===== src/core/adc_pin_defines.svh =====
`ifndef ADC_PIN_DEFINES_SVH
`define ADC_PIN_DEFINES_SVH

// ----------------------------------------------------------------
// register byte offsets
// ----------------------------------------------------------------
`define OFS_CTRL      8'h00
`define OFS_STATUS    8'h04
`define OFS_IRQ_STAT  8'h08
`define OFS_IRQ_MASK  8'h0c

// ----------------------------------------------------------------
// control register fields and reset value
// ----------------------------------------------------------------
`define CTRL_FMT_LSB  0
`define CTRL_DIV_LSB  2
`define CTRL_BUS_LSB  4
`define CTRL_WIDTH    6
`define CTRL_RESET    6'h00

// ----------------------------------------------------------------
// status register fields
// ----------------------------------------------------------------
`define STAT_PARALLEL 0
`define STAT_PDOWN    1
`define STAT_SE_CLK   2
`define STAT_FMT_LSB  4
`define STAT_DIV_LSB  6
`define STAT_BUS_LSB  8

// ----------------------------------------------------------------
// interrupt bits
// ----------------------------------------------------------------
`define IRQ_CFG_RESET 0
`define IRQ_OVR_A     1
`define IRQ_OVR_B     2
`define IRQ_SYNC      3
`define IRQ_WIDTH     4
`define IRQ_RESET     4'h0

// ----------------------------------------------------------------
// sample data and divider
// ----------------------------------------------------------------
`define SAMPLE_WIDTH  10
`define DIV_CNT_MAX1  2'h0
`define DIV_CNT_MAX2  2'h1
`define DIV_CNT_MAX4  2'h3

`endif


===== src/core/adc_pin_pkg.sv =====
package adc_pin_pkg;

    // three-level strap reading
    typedef enum logic [1:0] {
        LVL_LOW  = 2'h0,
        LVL_HIGH = 2'h1,
        LVL_OPEN = 2'h2
    } level_t;

    // output data format
    typedef enum logic [1:0] {
        FMT_TWOS   = 2'h0,
        FMT_OFFSET = 2'h1,
        FMT_GRAY   = 2'h2
    } fmt_t;

    // clock divider mode
    typedef enum logic [1:0] {
        DIV_1 = 2'h0,
        DIV_2 = 2'h1,
        DIV_4 = 2'h2
    } div_t;

    // output bus mode
    typedef enum logic [1:0] {
        BUS_DUAL  = 2'h0,
        BUS_MUX_A = 2'h1,
        BUS_MUX_B = 2'h2
    } bus_t;

    // multiplexed bus phase, gray along idle -> a -> b
    typedef enum logic [1:0] {
        PH_IDLE = 2'b00,
        PH_A    = 2'b01,
        PH_B    = 2'b11
    } phase_t;

endpackage


===== src/core/adc_mode_pin_control.sv =====
// Functional notes
// - mode-select low means serial programming, high means pin straps
// - power-down input high puts the device into power-down
// - in strap mode, power-down falling edge resets the control register (interrupt mask keeps its value)
// - data pin is serial data in serial mode, format strap otherwise
// - clock pin is serial clock in serial mode, divider strap otherwise
// - select pin is port select in serial mode, bus-mode strap otherwise
// - each channel has own 10-bit three-state bus, bit 0 is LSB
// - each channel drives its own over-range flag and data clock
// - grounded negative clock input means single-ended clock, else differential
// - bus strap low dual, high muxed on A, open muxed on B
`timescale 1ns/1ps
`include "adc_pin_defines.svh"

module adc_mode_pin_control
    import adc_pin_pkg::*;
(
    // clock and reset
    input  wire logic        pclk,
    input  wire logic        presetn,
    // apb slave
    input  wire logic [7:0]  paddr,
    input  wire logic        psel,
    input  wire logic        penable,
    input  wire logic        pwrite,
    input  wire logic [31:0] pwdata,
    output logic      [31:0] prdata,
    output logic             pready,
    output logic             pslverr,
    // mode and control pins
    input  wire logic        serial_mode_select_n,
    input  wire logic        power_down_input,
    input  wire logic        clk_neg_grounded,
    input  wire logic        sync_input,
    // shared pins with float sense
    input  wire logic        serial_in_format_pin_i,
    output logic             serial_in_format_pin_o,
    output logic             serial_in_format_pin_oe,
    input  wire logic        serial_in_format_float,
    input  wire logic        serial_clock_div_pin,
    input  wire logic        serial_clock_div_float,
    input  wire logic        port_select_bus_mode_pin,
    input  wire logic        port_select_bus_mode_float,
    // serial port side
    output logic             spi_data_in,
    output logic             spi_clock,
    output logic             spi_select_n,
    input  wire logic        spi_data_out,
    input  wire logic        spi_data_out_en,
    // converter core side, offset binary
    input  wire logic [9:0]  conv_sample_a,
    input  wire logic [9:0]  conv_sample_b,
    input  wire logic        conv_over_a,
    input  wire logic        conv_over_b,
    // channel outputs
    output logic      [9:0]  sample_bus_chan_a,
    output logic             sample_bus_chan_a_oe,
    output logic      [9:0]  sample_bus_chan_b,
    output logic             sample_bus_chan_b_oe,
    output logic             over_range_chan_a,
    output logic             over_range_chan_b,
    output logic             data_clock_chan_a,
    output logic             data_clock_chan_b,
    // status
    output logic             power_down,
    output logic             clock_single_ended,
    output logic             irq
);

    // ------------------------------------------------------------
    // declarations
    // ------------------------------------------------------------
    logic [`CTRL_WIDTH-1:0] ctrl_reg;
    logic [`IRQ_WIDTH-1:0]  irq_stat_reg;
    logic [`IRQ_WIDTH-1:0]  irq_stat_next;
    logic [`IRQ_WIDTH-1:0]  irq_mask_reg;
    logic [`IRQ_WIDTH-1:0]  irq_event;
    level_t                 fmt_strap;
    level_t                 div_strap;
    level_t                 bus_strap;
    logic                   parallel_mode;
    logic [1:0]             eff_fmt;
    logic [1:0]             eff_div;
    logic [1:0]             eff_bus;
    logic                   pd_prev_reg;
    logic                   cfg_reset;
    logic                   sync_prev_reg;
    logic                   sync_rise;
    logic [1:0]             div_cnt_reg;
    logic [1:0]             div_max;
    logic                   tick;
    logic                   take;
    phase_t                 phase_reg;
    logic [9:0]             held_b_reg;
    logic                   held_over_b_reg;
    logic                   upd_a_reg;
    logic                   upd_b_reg;
    logic                   apb_setup;
    logic                   apb_access;
    logic                   addr_ok;

    // ------------------------------------------------------------
    // data format conversion from offset binary
    // ------------------------------------------------------------
    function automatic logic [9:0] fmt_conv(input logic [9:0] s,
                                            input logic [1:0] f);
        case (f)
            FMT_TWOS: fmt_conv = {~s[9], s[8:0]};
            FMT_GRAY: fmt_conv = s ^ {1'b0, s[9:1]};
            default:  fmt_conv = s;
        endcase
    endfunction

    // ------------------------------------------------------------
    // mode select and pin sharing
    // ------------------------------------------------------------
    strap_decoder u_fmt_strap (
        .pclk       (pclk),
        .presetn    (presetn),
        .pin_level  (serial_in_format_pin_i),
        .pin_float  (serial_in_format_float),
        .level_code (fmt_strap)
    );

    strap_decoder u_div_strap (
        .pclk       (pclk),
        .presetn    (presetn),
        .pin_level  (serial_clock_div_pin),
        .pin_float  (serial_clock_div_float),
        .level_code (div_strap)
    );

    strap_decoder u_bus_strap (
        .pclk       (pclk),
        .presetn    (presetn),
        .pin_level  (port_select_bus_mode_pin),
        .pin_float  (port_select_bus_mode_float),
        .level_code (bus_strap)
    );

    // mode select level picks the pin role
    assign parallel_mode = serial_mode_select_n;

    // serial port sees the pins only in serial mode
    assign spi_data_in  = parallel_mode ? 1'b0 : serial_in_format_pin_i;
    assign spi_clock    = parallel_mode ? 1'b0 : serial_clock_div_pin;
    assign spi_select_n = parallel_mode ? 1'b1 : port_select_bus_mode_pin;
    assign serial_in_format_pin_o  = spi_data_out;
    assign serial_in_format_pin_oe = !parallel_mode && spi_data_out_en;

    // effective settings: straps in parallel mode, register otherwise
    assign eff_fmt = parallel_mode ? fmt_strap
                   : ctrl_reg[`CTRL_FMT_LSB +: 2];
    assign eff_div = parallel_mode ? div_strap
                   : ctrl_reg[`CTRL_DIV_LSB +: 2];
    assign eff_bus = parallel_mode ? bus_strap
                   : ctrl_reg[`CTRL_BUS_LSB +: 2];

    // ------------------------------------------------------------
    // power-down and configuration reset
    // ------------------------------------------------------------
    always_ff @(posedge pclk or negedge presetn) begin
        if (!presetn) begin
            pd_prev_reg        <= 1'b0;
            power_down         <= 1'b0;
            clock_single_ended <= 1'b0;
            sync_prev_reg      <= 1'b0;
        end else begin
            pd_prev_reg        <= power_down_input;
            power_down         <= power_down_input;
            clock_single_ended <= clk_neg_grounded;
            sync_prev_reg      <= sync_input;
        end
    end

    assign cfg_reset = parallel_mode && pd_prev_reg && !power_down_input;
    assign sync_rise = sync_input && !sync_prev_reg;

    // ------------------------------------------------------------
    // apb slave, zero wait states, unmapped address flags error
    // ------------------------------------------------------------
    assign apb_setup  = psel && !penable;
    assign apb_access = psel && penable;
    assign pready     = apb_access;
    assign addr_ok    = (paddr == `OFS_CTRL) || (paddr == `OFS_STATUS)
                     || (paddr == `OFS_IRQ_STAT) || (paddr == `OFS_IRQ_MASK);
    assign pslverr    = apb_access && !addr_ok;

    // read data captured in the setup cycle
    always_ff @(posedge pclk or negedge presetn) begin
        if (!presetn) begin
            prdata <= 32'h0000_0000;
        end else if (apb_setup && !pwrite) begin
            prdata <= 32'h0000_0000;
            case (paddr)
                `OFS_CTRL:     prdata[`CTRL_WIDTH-1:0] <= ctrl_reg;
                `OFS_STATUS: begin
                    prdata[`STAT_PARALLEL]     <= parallel_mode;
                    prdata[`STAT_PDOWN]        <= power_down;
                    prdata[`STAT_SE_CLK]       <= clock_single_ended;
                    prdata[`STAT_FMT_LSB +: 2] <= eff_fmt;
                    prdata[`STAT_DIV_LSB +: 2] <= eff_div;
                    prdata[`STAT_BUS_LSB +: 2] <= eff_bus;
                end
                `OFS_IRQ_STAT: prdata[`IRQ_WIDTH-1:0] <= irq_stat_reg;
                `OFS_IRQ_MASK: prdata[`IRQ_WIDTH-1:0] <= irq_mask_reg;
                default:       prdata <= 32'h0000_0000;
            endcase
        end
    end

    // control register, strap-mode power-down release resets it
    always_ff @(posedge pclk or negedge presetn) begin
        if (!presetn) begin
            ctrl_reg <= `CTRL_RESET;
        end else if (cfg_reset) begin
            ctrl_reg <= `CTRL_RESET;
        end else if (apb_access && pwrite && paddr == `OFS_CTRL) begin
            ctrl_reg <= pwdata[`CTRL_WIDTH-1:0];
        end
    end

    // interrupt mask
    always_ff @(posedge pclk or negedge presetn) begin
        if (!presetn) begin
            irq_mask_reg <= `IRQ_RESET;
        end else if (apb_access && pwrite && paddr == `OFS_IRQ_MASK) begin
            irq_mask_reg <= pwdata[`IRQ_WIDTH-1:0];
        end
    end

    // ------------------------------------------------------------
    // sticky status, read clears, a new event wins over the clear
    // ------------------------------------------------------------
    always_comb begin
        irq_event = '0;
        irq_event[`IRQ_CFG_RESET] = cfg_reset;
        irq_event[`IRQ_OVR_A]     = upd_a_reg && over_range_chan_a;
        irq_event[`IRQ_OVR_B]     = upd_b_reg && over_range_chan_b;
        irq_event[`IRQ_SYNC]      = sync_rise;
        irq_stat_next = irq_stat_reg;
        // clear only what the setup cycle reported, later events stay
        if (apb_access && !pwrite && paddr == `OFS_IRQ_STAT) begin
            irq_stat_next = irq_stat_reg & ~prdata[`IRQ_WIDTH-1:0];
        end
        irq_stat_next = irq_stat_next | irq_event;
    end

    always_ff @(posedge pclk or negedge presetn) begin
        if (!presetn) begin
            irq_stat_reg <= `IRQ_RESET;
        end else begin
            irq_stat_reg <= irq_stat_next;
        end
    end

    assign irq = |(irq_stat_reg & irq_mask_reg);

    // ------------------------------------------------------------
    // clock divider, realigned by the sync input
    // ------------------------------------------------------------
    always_comb begin
        case (eff_div)
            DIV_2:   div_max = `DIV_CNT_MAX2;
            DIV_4:   div_max = `DIV_CNT_MAX4;
            default: div_max = `DIV_CNT_MAX1;
        endcase
    end

    always_ff @(posedge pclk or negedge presetn) begin
        if (!presetn) begin
            div_cnt_reg <= 2'h0;
        end else if (sync_rise || div_cnt_reg >= div_max) begin
            div_cnt_reg <= 2'h0;
        end else begin
            div_cnt_reg <= div_cnt_reg + 2'h1;
        end
    end

    assign tick = (div_cnt_reg >= div_max) && !sync_rise && !power_down_input;
    // muxed bus needs two cycles per sample, so a tick in phase a is dropped
    assign take = tick && (phase_reg != PH_A);

    // ------------------------------------------------------------
    // multiplexed bus phase
    // ------------------------------------------------------------
    always_ff @(posedge pclk or negedge presetn) begin
        if (!presetn) begin
            phase_reg <= PH_IDLE;
        end else begin
            case (phase_reg)
                PH_IDLE, PH_B: begin
                    if (take && eff_bus != BUS_DUAL) begin
                        phase_reg <= PH_A;
                    end else begin
                        phase_reg <= PH_IDLE;
                    end
                end
                PH_A:    phase_reg <= PH_B;
                default: phase_reg <= PH_IDLE;
            endcase
        end
    end

    // ------------------------------------------------------------
    // channel output registers
    // ------------------------------------------------------------
    always_ff @(posedge pclk or negedge presetn) begin
        if (!presetn) begin
            sample_bus_chan_a <= 10'h000;
            sample_bus_chan_b <= 10'h000;
            over_range_chan_a <= 1'b0;
            over_range_chan_b <= 1'b0;
            held_b_reg        <= 10'h000;
            held_over_b_reg   <= 1'b0;
            upd_a_reg         <= 1'b0;
            upd_b_reg         <= 1'b0;
        end else begin
            upd_a_reg <= 1'b0;
            upd_b_reg <= 1'b0;
            if (take && eff_bus == BUS_DUAL) begin
                sample_bus_chan_a <= fmt_conv(conv_sample_a, eff_fmt);
                sample_bus_chan_b <= fmt_conv(conv_sample_b, eff_fmt);
                over_range_chan_a <= conv_over_a;
                over_range_chan_b <= conv_over_b;
                upd_a_reg         <= 1'b1;
                upd_b_reg         <= 1'b1;
            end else if (take && eff_bus == BUS_MUX_B) begin
                sample_bus_chan_b <= fmt_conv(conv_sample_a, eff_fmt);
                over_range_chan_b <= conv_over_a;
                held_b_reg        <= conv_sample_b;
                held_over_b_reg   <= conv_over_b;
                upd_b_reg         <= 1'b1;
            end else if (take) begin
                sample_bus_chan_a <= fmt_conv(conv_sample_a, eff_fmt);
                over_range_chan_a <= conv_over_a;
                held_b_reg        <= conv_sample_b;
                held_over_b_reg   <= conv_over_b;
                upd_a_reg         <= 1'b1;
            end else if (phase_reg == PH_A && eff_bus == BUS_MUX_B) begin
                sample_bus_chan_b <= fmt_conv(held_b_reg, eff_fmt);
                over_range_chan_b <= held_over_b_reg;
                upd_b_reg         <= 1'b1;
            end else if (phase_reg == PH_A) begin
                sample_bus_chan_a <= fmt_conv(held_b_reg, eff_fmt);
                over_range_chan_a <= held_over_b_reg;
                upd_a_reg         <= 1'b1;
            end
        end
    end

    // data clocks rise one cycle after their data, enables follow mode
    always_ff @(posedge pclk or negedge presetn) begin
        if (!presetn) begin
            data_clock_chan_a    <= 1'b0;
            data_clock_chan_b    <= 1'b0;
            sample_bus_chan_a_oe <= 1'b0;
            sample_bus_chan_b_oe <= 1'b0;
        end else begin
            data_clock_chan_a    <= upd_a_reg;
            data_clock_chan_b    <= upd_b_reg;
            sample_bus_chan_a_oe <= !power_down_input
                                 && eff_bus != BUS_MUX_B;
            sample_bus_chan_b_oe <= !power_down_input
                                 && eff_bus != BUS_MUX_A;
        end
    end
endmodule


===== src/core/strap_decoder.sv =====
`timescale 1ns/1ps
`include "adc_pin_defines.svh"

module strap_decoder
    import adc_pin_pkg::*;
(
    // clock and reset
    input  wire logic   pclk,
    input  wire logic   presetn,
    // pad sense
    input  wire logic   pin_level,
    input  wire logic   pin_float,
    // decoded level
    output level_t      level_code
);

    // ------------------------------------------------------------
    // three-level decode, float sense wins over the logic level
    // ------------------------------------------------------------
    always_ff @(posedge pclk or negedge presetn) begin
        if (!presetn) begin
            level_code <= LVL_LOW;
        end else if (pin_float) begin
            level_code <= LVL_OPEN;
        end else begin
            level_code <= pin_level ? LVL_HIGH : LVL_LOW;
        end
    end

endmodule


===== config.mk =====
export PLATFORM = sky130hd
export DESIGN_NAME = adc_mode_pin_control
export DESIGN_NICKNAME = d
export VERILOG_FILES = /design/src/core/adc_pin_pkg.sv /design/src/core/adc_mode_pin_control.sv /design/src/core/strap_decoder.sv
export VERILOG_INCLUDE_DIRS = /design/src /design/src/core
export SDC_FILE = /design/constraint.sdc
export NUM_CORES = 1
export LEC_CHECK = 0
export BUFFER_PORTS_ARGS = -buffer_cell sky130_fd_sc_hd__buf_2
export CAP_MARGIN = 20
export CORE_MARGIN = 8
export CORE_UTILIZATION = 40
export CTS_CLUSTER_DIAMETER = 60
export CTS_CLUSTER_SIZE = 24
export DETAILED_ROUTE_END_ITERATION = 12
export GPL_ROUTABILITY_DRIVEN = 1
export PLACE_DENSITY_LB_ADDON = 0.05
export RECOVER_POWER = 100
export SLEW_MARGIN = 10
export SYNTH_ARGS = -nofsm -noshare
export SYNTH_HDL_FRONTEND = slang
export SYNTH_SLANG_ARGS = --single-unit

===== constraint.sdc =====
create_clock -name pclk -period 3 [get_ports pclk]
set_input_delay 0.15 -clock pclk [delete_from_list [all_inputs] [get_ports pclk]]
set_output_delay 0.15 -clock pclk [all_outputs]
set_load 0.02 [all_outputs]

==> results.cfg <==
[final_layout]
final_cells = 649
n_antenna_cell = 0
drive_above_1_share = 0.197
syn2layout_area_growth_pct = 17.9
final_nets = 592

[die]
dieArea_mm2 = 0.0137
placement_rows = 37
dieWidth_um = 117
initial_utilization = 0.403
core_area_mm2 = 0.0101
chipHeight_um = 117
io_pins = 147

[critical_path]
cp-start-kind = register
crit_chain = mux2_2 -> ha_1 -> inv_1 -> ha_1 -> nand2b_1 -> a21o_1 -> nand4b_1 -> nor2b_1 -> a221o_1
crit_required_ns = 3.28
max_stage_delay_ns = 0.60
end_kind = register
cpMostUsedCell = ha_1
crit_fanout = 9
slowest_stage = nor2b_1
crit_buf_inv = 1
cp_top_family = simple AND/OR/NAND/NOR gates
critical_path_arrival_ns = 3.07
critPathKind = register to register

[global_route]
grt_busiest_layer = met2
grt_max_degree = 77
met3_usage = 0.0251
grt_pass1_wl_mm = 16.6
use_met1 = 0.225
grt_use_total = 0.158
met2_usage = 0.238
grt_pass1_vias = 3257
grt_overflow = 0
grt_antenna_before_repair = 0

[timing]
setup_slack_ns = 0.213
period_share = 0.929
worst_slew_margin_rel = -0.242
clock.fmax_mhz = 359
fin_skew_ns = 0.0112
tightest_slew_ns = 1.86
rsz0062_at_grt = false
drv_slew = 77
fin_crit_ns = 2.79
hold_violations = 0
hold_ws_ns = 0.0405
tns_ns = 0
setup_violations = 0

[routing]
first_pass_iters = 4
routedWlPerCell_um = 15.9
num_vias = 3103
ant_nets = 0
wl_mm = 10.3
drt_first_iter_violations = 123
drcViolationCount = 0
post_drt_via_cell_ratio = 4.78

[min_path]
hp-class = input pin to register

[yosys]
synth_cells = 405
synthArstFlopShare = 1.00
synthTopCellsByArea = dfrtp_1, mux2_2, nand2_1
yosysMostFrequentCell = dfrtp_1
yosys.area.top_type_share = 0.465
avgSynthCellArea_um2 = 10.1
synth_area_leader_cell = dfrtp_1
synth-seq-cells = 76
synth-seq-area-share = 0.465
synth_cell_types = 42
ys.flop_type = dfrtp_1
synth_edf_count = 0
syn_area_mm2 = 0.00409
ys_top_cells_by_count = dfrtp_1, nand2_1, mux2_2
synth_warnings = 0

[status]
status = complete, but fails checks
failed_checks = capacitance limit, slew limit

[cts]
numCtsBuffers = 9
cts_buffer_depth = 2
cts-root-buf = clkbuf_8
cts_tree = built
clock_latency_ns = 0.35
cts.sinks = 76
clkTransAtPathRegs_ns = 0.09
cts.htree.levels = 3
post_cts_resized = 0

[placed_design]
place_ws_ns = 0.212
placedCellCount = 626
port_buffers = 96
hpwl_mm = 7.99
place.gp.congestion = 0.852

[pwr]
p_per_area_mw_per_mm2 = 747
peakVddDrop_mv = 0.316
leakage_nw = 2.13

[flow_run]
maxCapViolCount = 1
[report_power, final]
group	internal (mW)	leakage (nW)	switching, mW	total, mW
combinational	0.495	1.07	0.738	1.23
sequential	1.30	0.952	0.191	1.49
clock	0.495	0.110	0.390	0.885
total	2.29	2.13	1.32	3.60
[final cells by class]
class                   count  area, um2
multi-input cells         299       1940
fillers                  1012       5320
inverters                  11       41.3
repair buffers            111        542
flip-flops and latches     76       1900
clock buffers              11        141
clock inverters             5       85.1
well taps                 136        170
[repair_timing]
action                                 4_1_cts  5_1_grt
setup buffers                                0        0
endpoints found under the hold margin       29        0
hold buffers                                 7        0
[worst paths after layout]
check,from,endpoint,slack [ns],cells past startpoint
hold / removal,port_select_bus_mode_pin,u_bus_strap.level_code[0],0.04,2
setup / recovery,ctrl_reg[3],sample_bus_chan_b[2],0.21,9
min in group asynchronous,presetn,prdata[3],0.85,2
setup reg to reg,ctrl_reg[3],sample_bus_chan_b[2],0.21,9
hold reg to reg,upd_a_reg,data_clock_chan_a,0.38,0
max in group asynchronous,presetn,sample_bus_chan_a[4],1.04,2
[worst reg2reg max path, cell delays in order, from the launching register on]
cell	delay, ns
dfrtp_1	0.42
mux2_2	0.31
ha_1	0.28
inv_1	0.04
ha_1	0.25
nand2b_1	0.17
a21o_1	0.19
nand4b_1	0.22
nor2b_1	0.60
a221o_1	0.25
[cell families (layout without fill, tap and decap cells)]
kind of cell             Yosys count  count (layout)  share of synthesized area
AND/OR/NAND/NOR                  129             129                      0.150
flip-flops                        76              76                      0.465
AO/OA/AOI/OAI                     67              67                      0.111
buffers and inverters             51             138                     0.0719
multiplexers                      47              47                      0.124
XOR/XNOR                          29              29                     0.0621
adder cells (fa/ha/maj)            5               5                     0.0153
other                              1              22                   0.000917
[cells in the final DEF, fill, tap and decap left out, types with 3 or more instances in the layout]
master,n
mux2i_1,19
buf_4,6
a22o_1,7
o21ai_0,20
dlygate4sd3_1,7
a221o_1,9
buf_2,45
nor2_1,26
o211ai_1,3
ha_1,5
a22oi_1,3
nor2b_1,10
conb_1,22
clkbuf_8,10
a21oi_1,14
nand3_1,9
mux2_2,28
inv_1,11
nand2b_1,3
dfrtp_1,76
nand2_1,63
clkbuf_1,52
a21o_1,5
nor3_1,6
xor2_1,27
[through the flow]
step	area, um2	util	total power [mW]
6_report	4820	0.476	3.60
5_1_grt	4820	0.476	3.85
4_1_cts	4920	0.486	3.70
3_5_place_dp	4630	0.456	2.80
3_3_place_gp	4630	0.456	2.78
2_1_floorplan	4170	-	2.36
[layer usage]
layer | share of wire | up-vias
met2 | 0.45 | 68
met3 | 0.051 | 8
met4 | 0.0095 | 0
li1 | - | 1551
met1 | 0.49 | 1476
met5 | 0 | -
No activity file was read; power rests on OpenSTA's default activity.
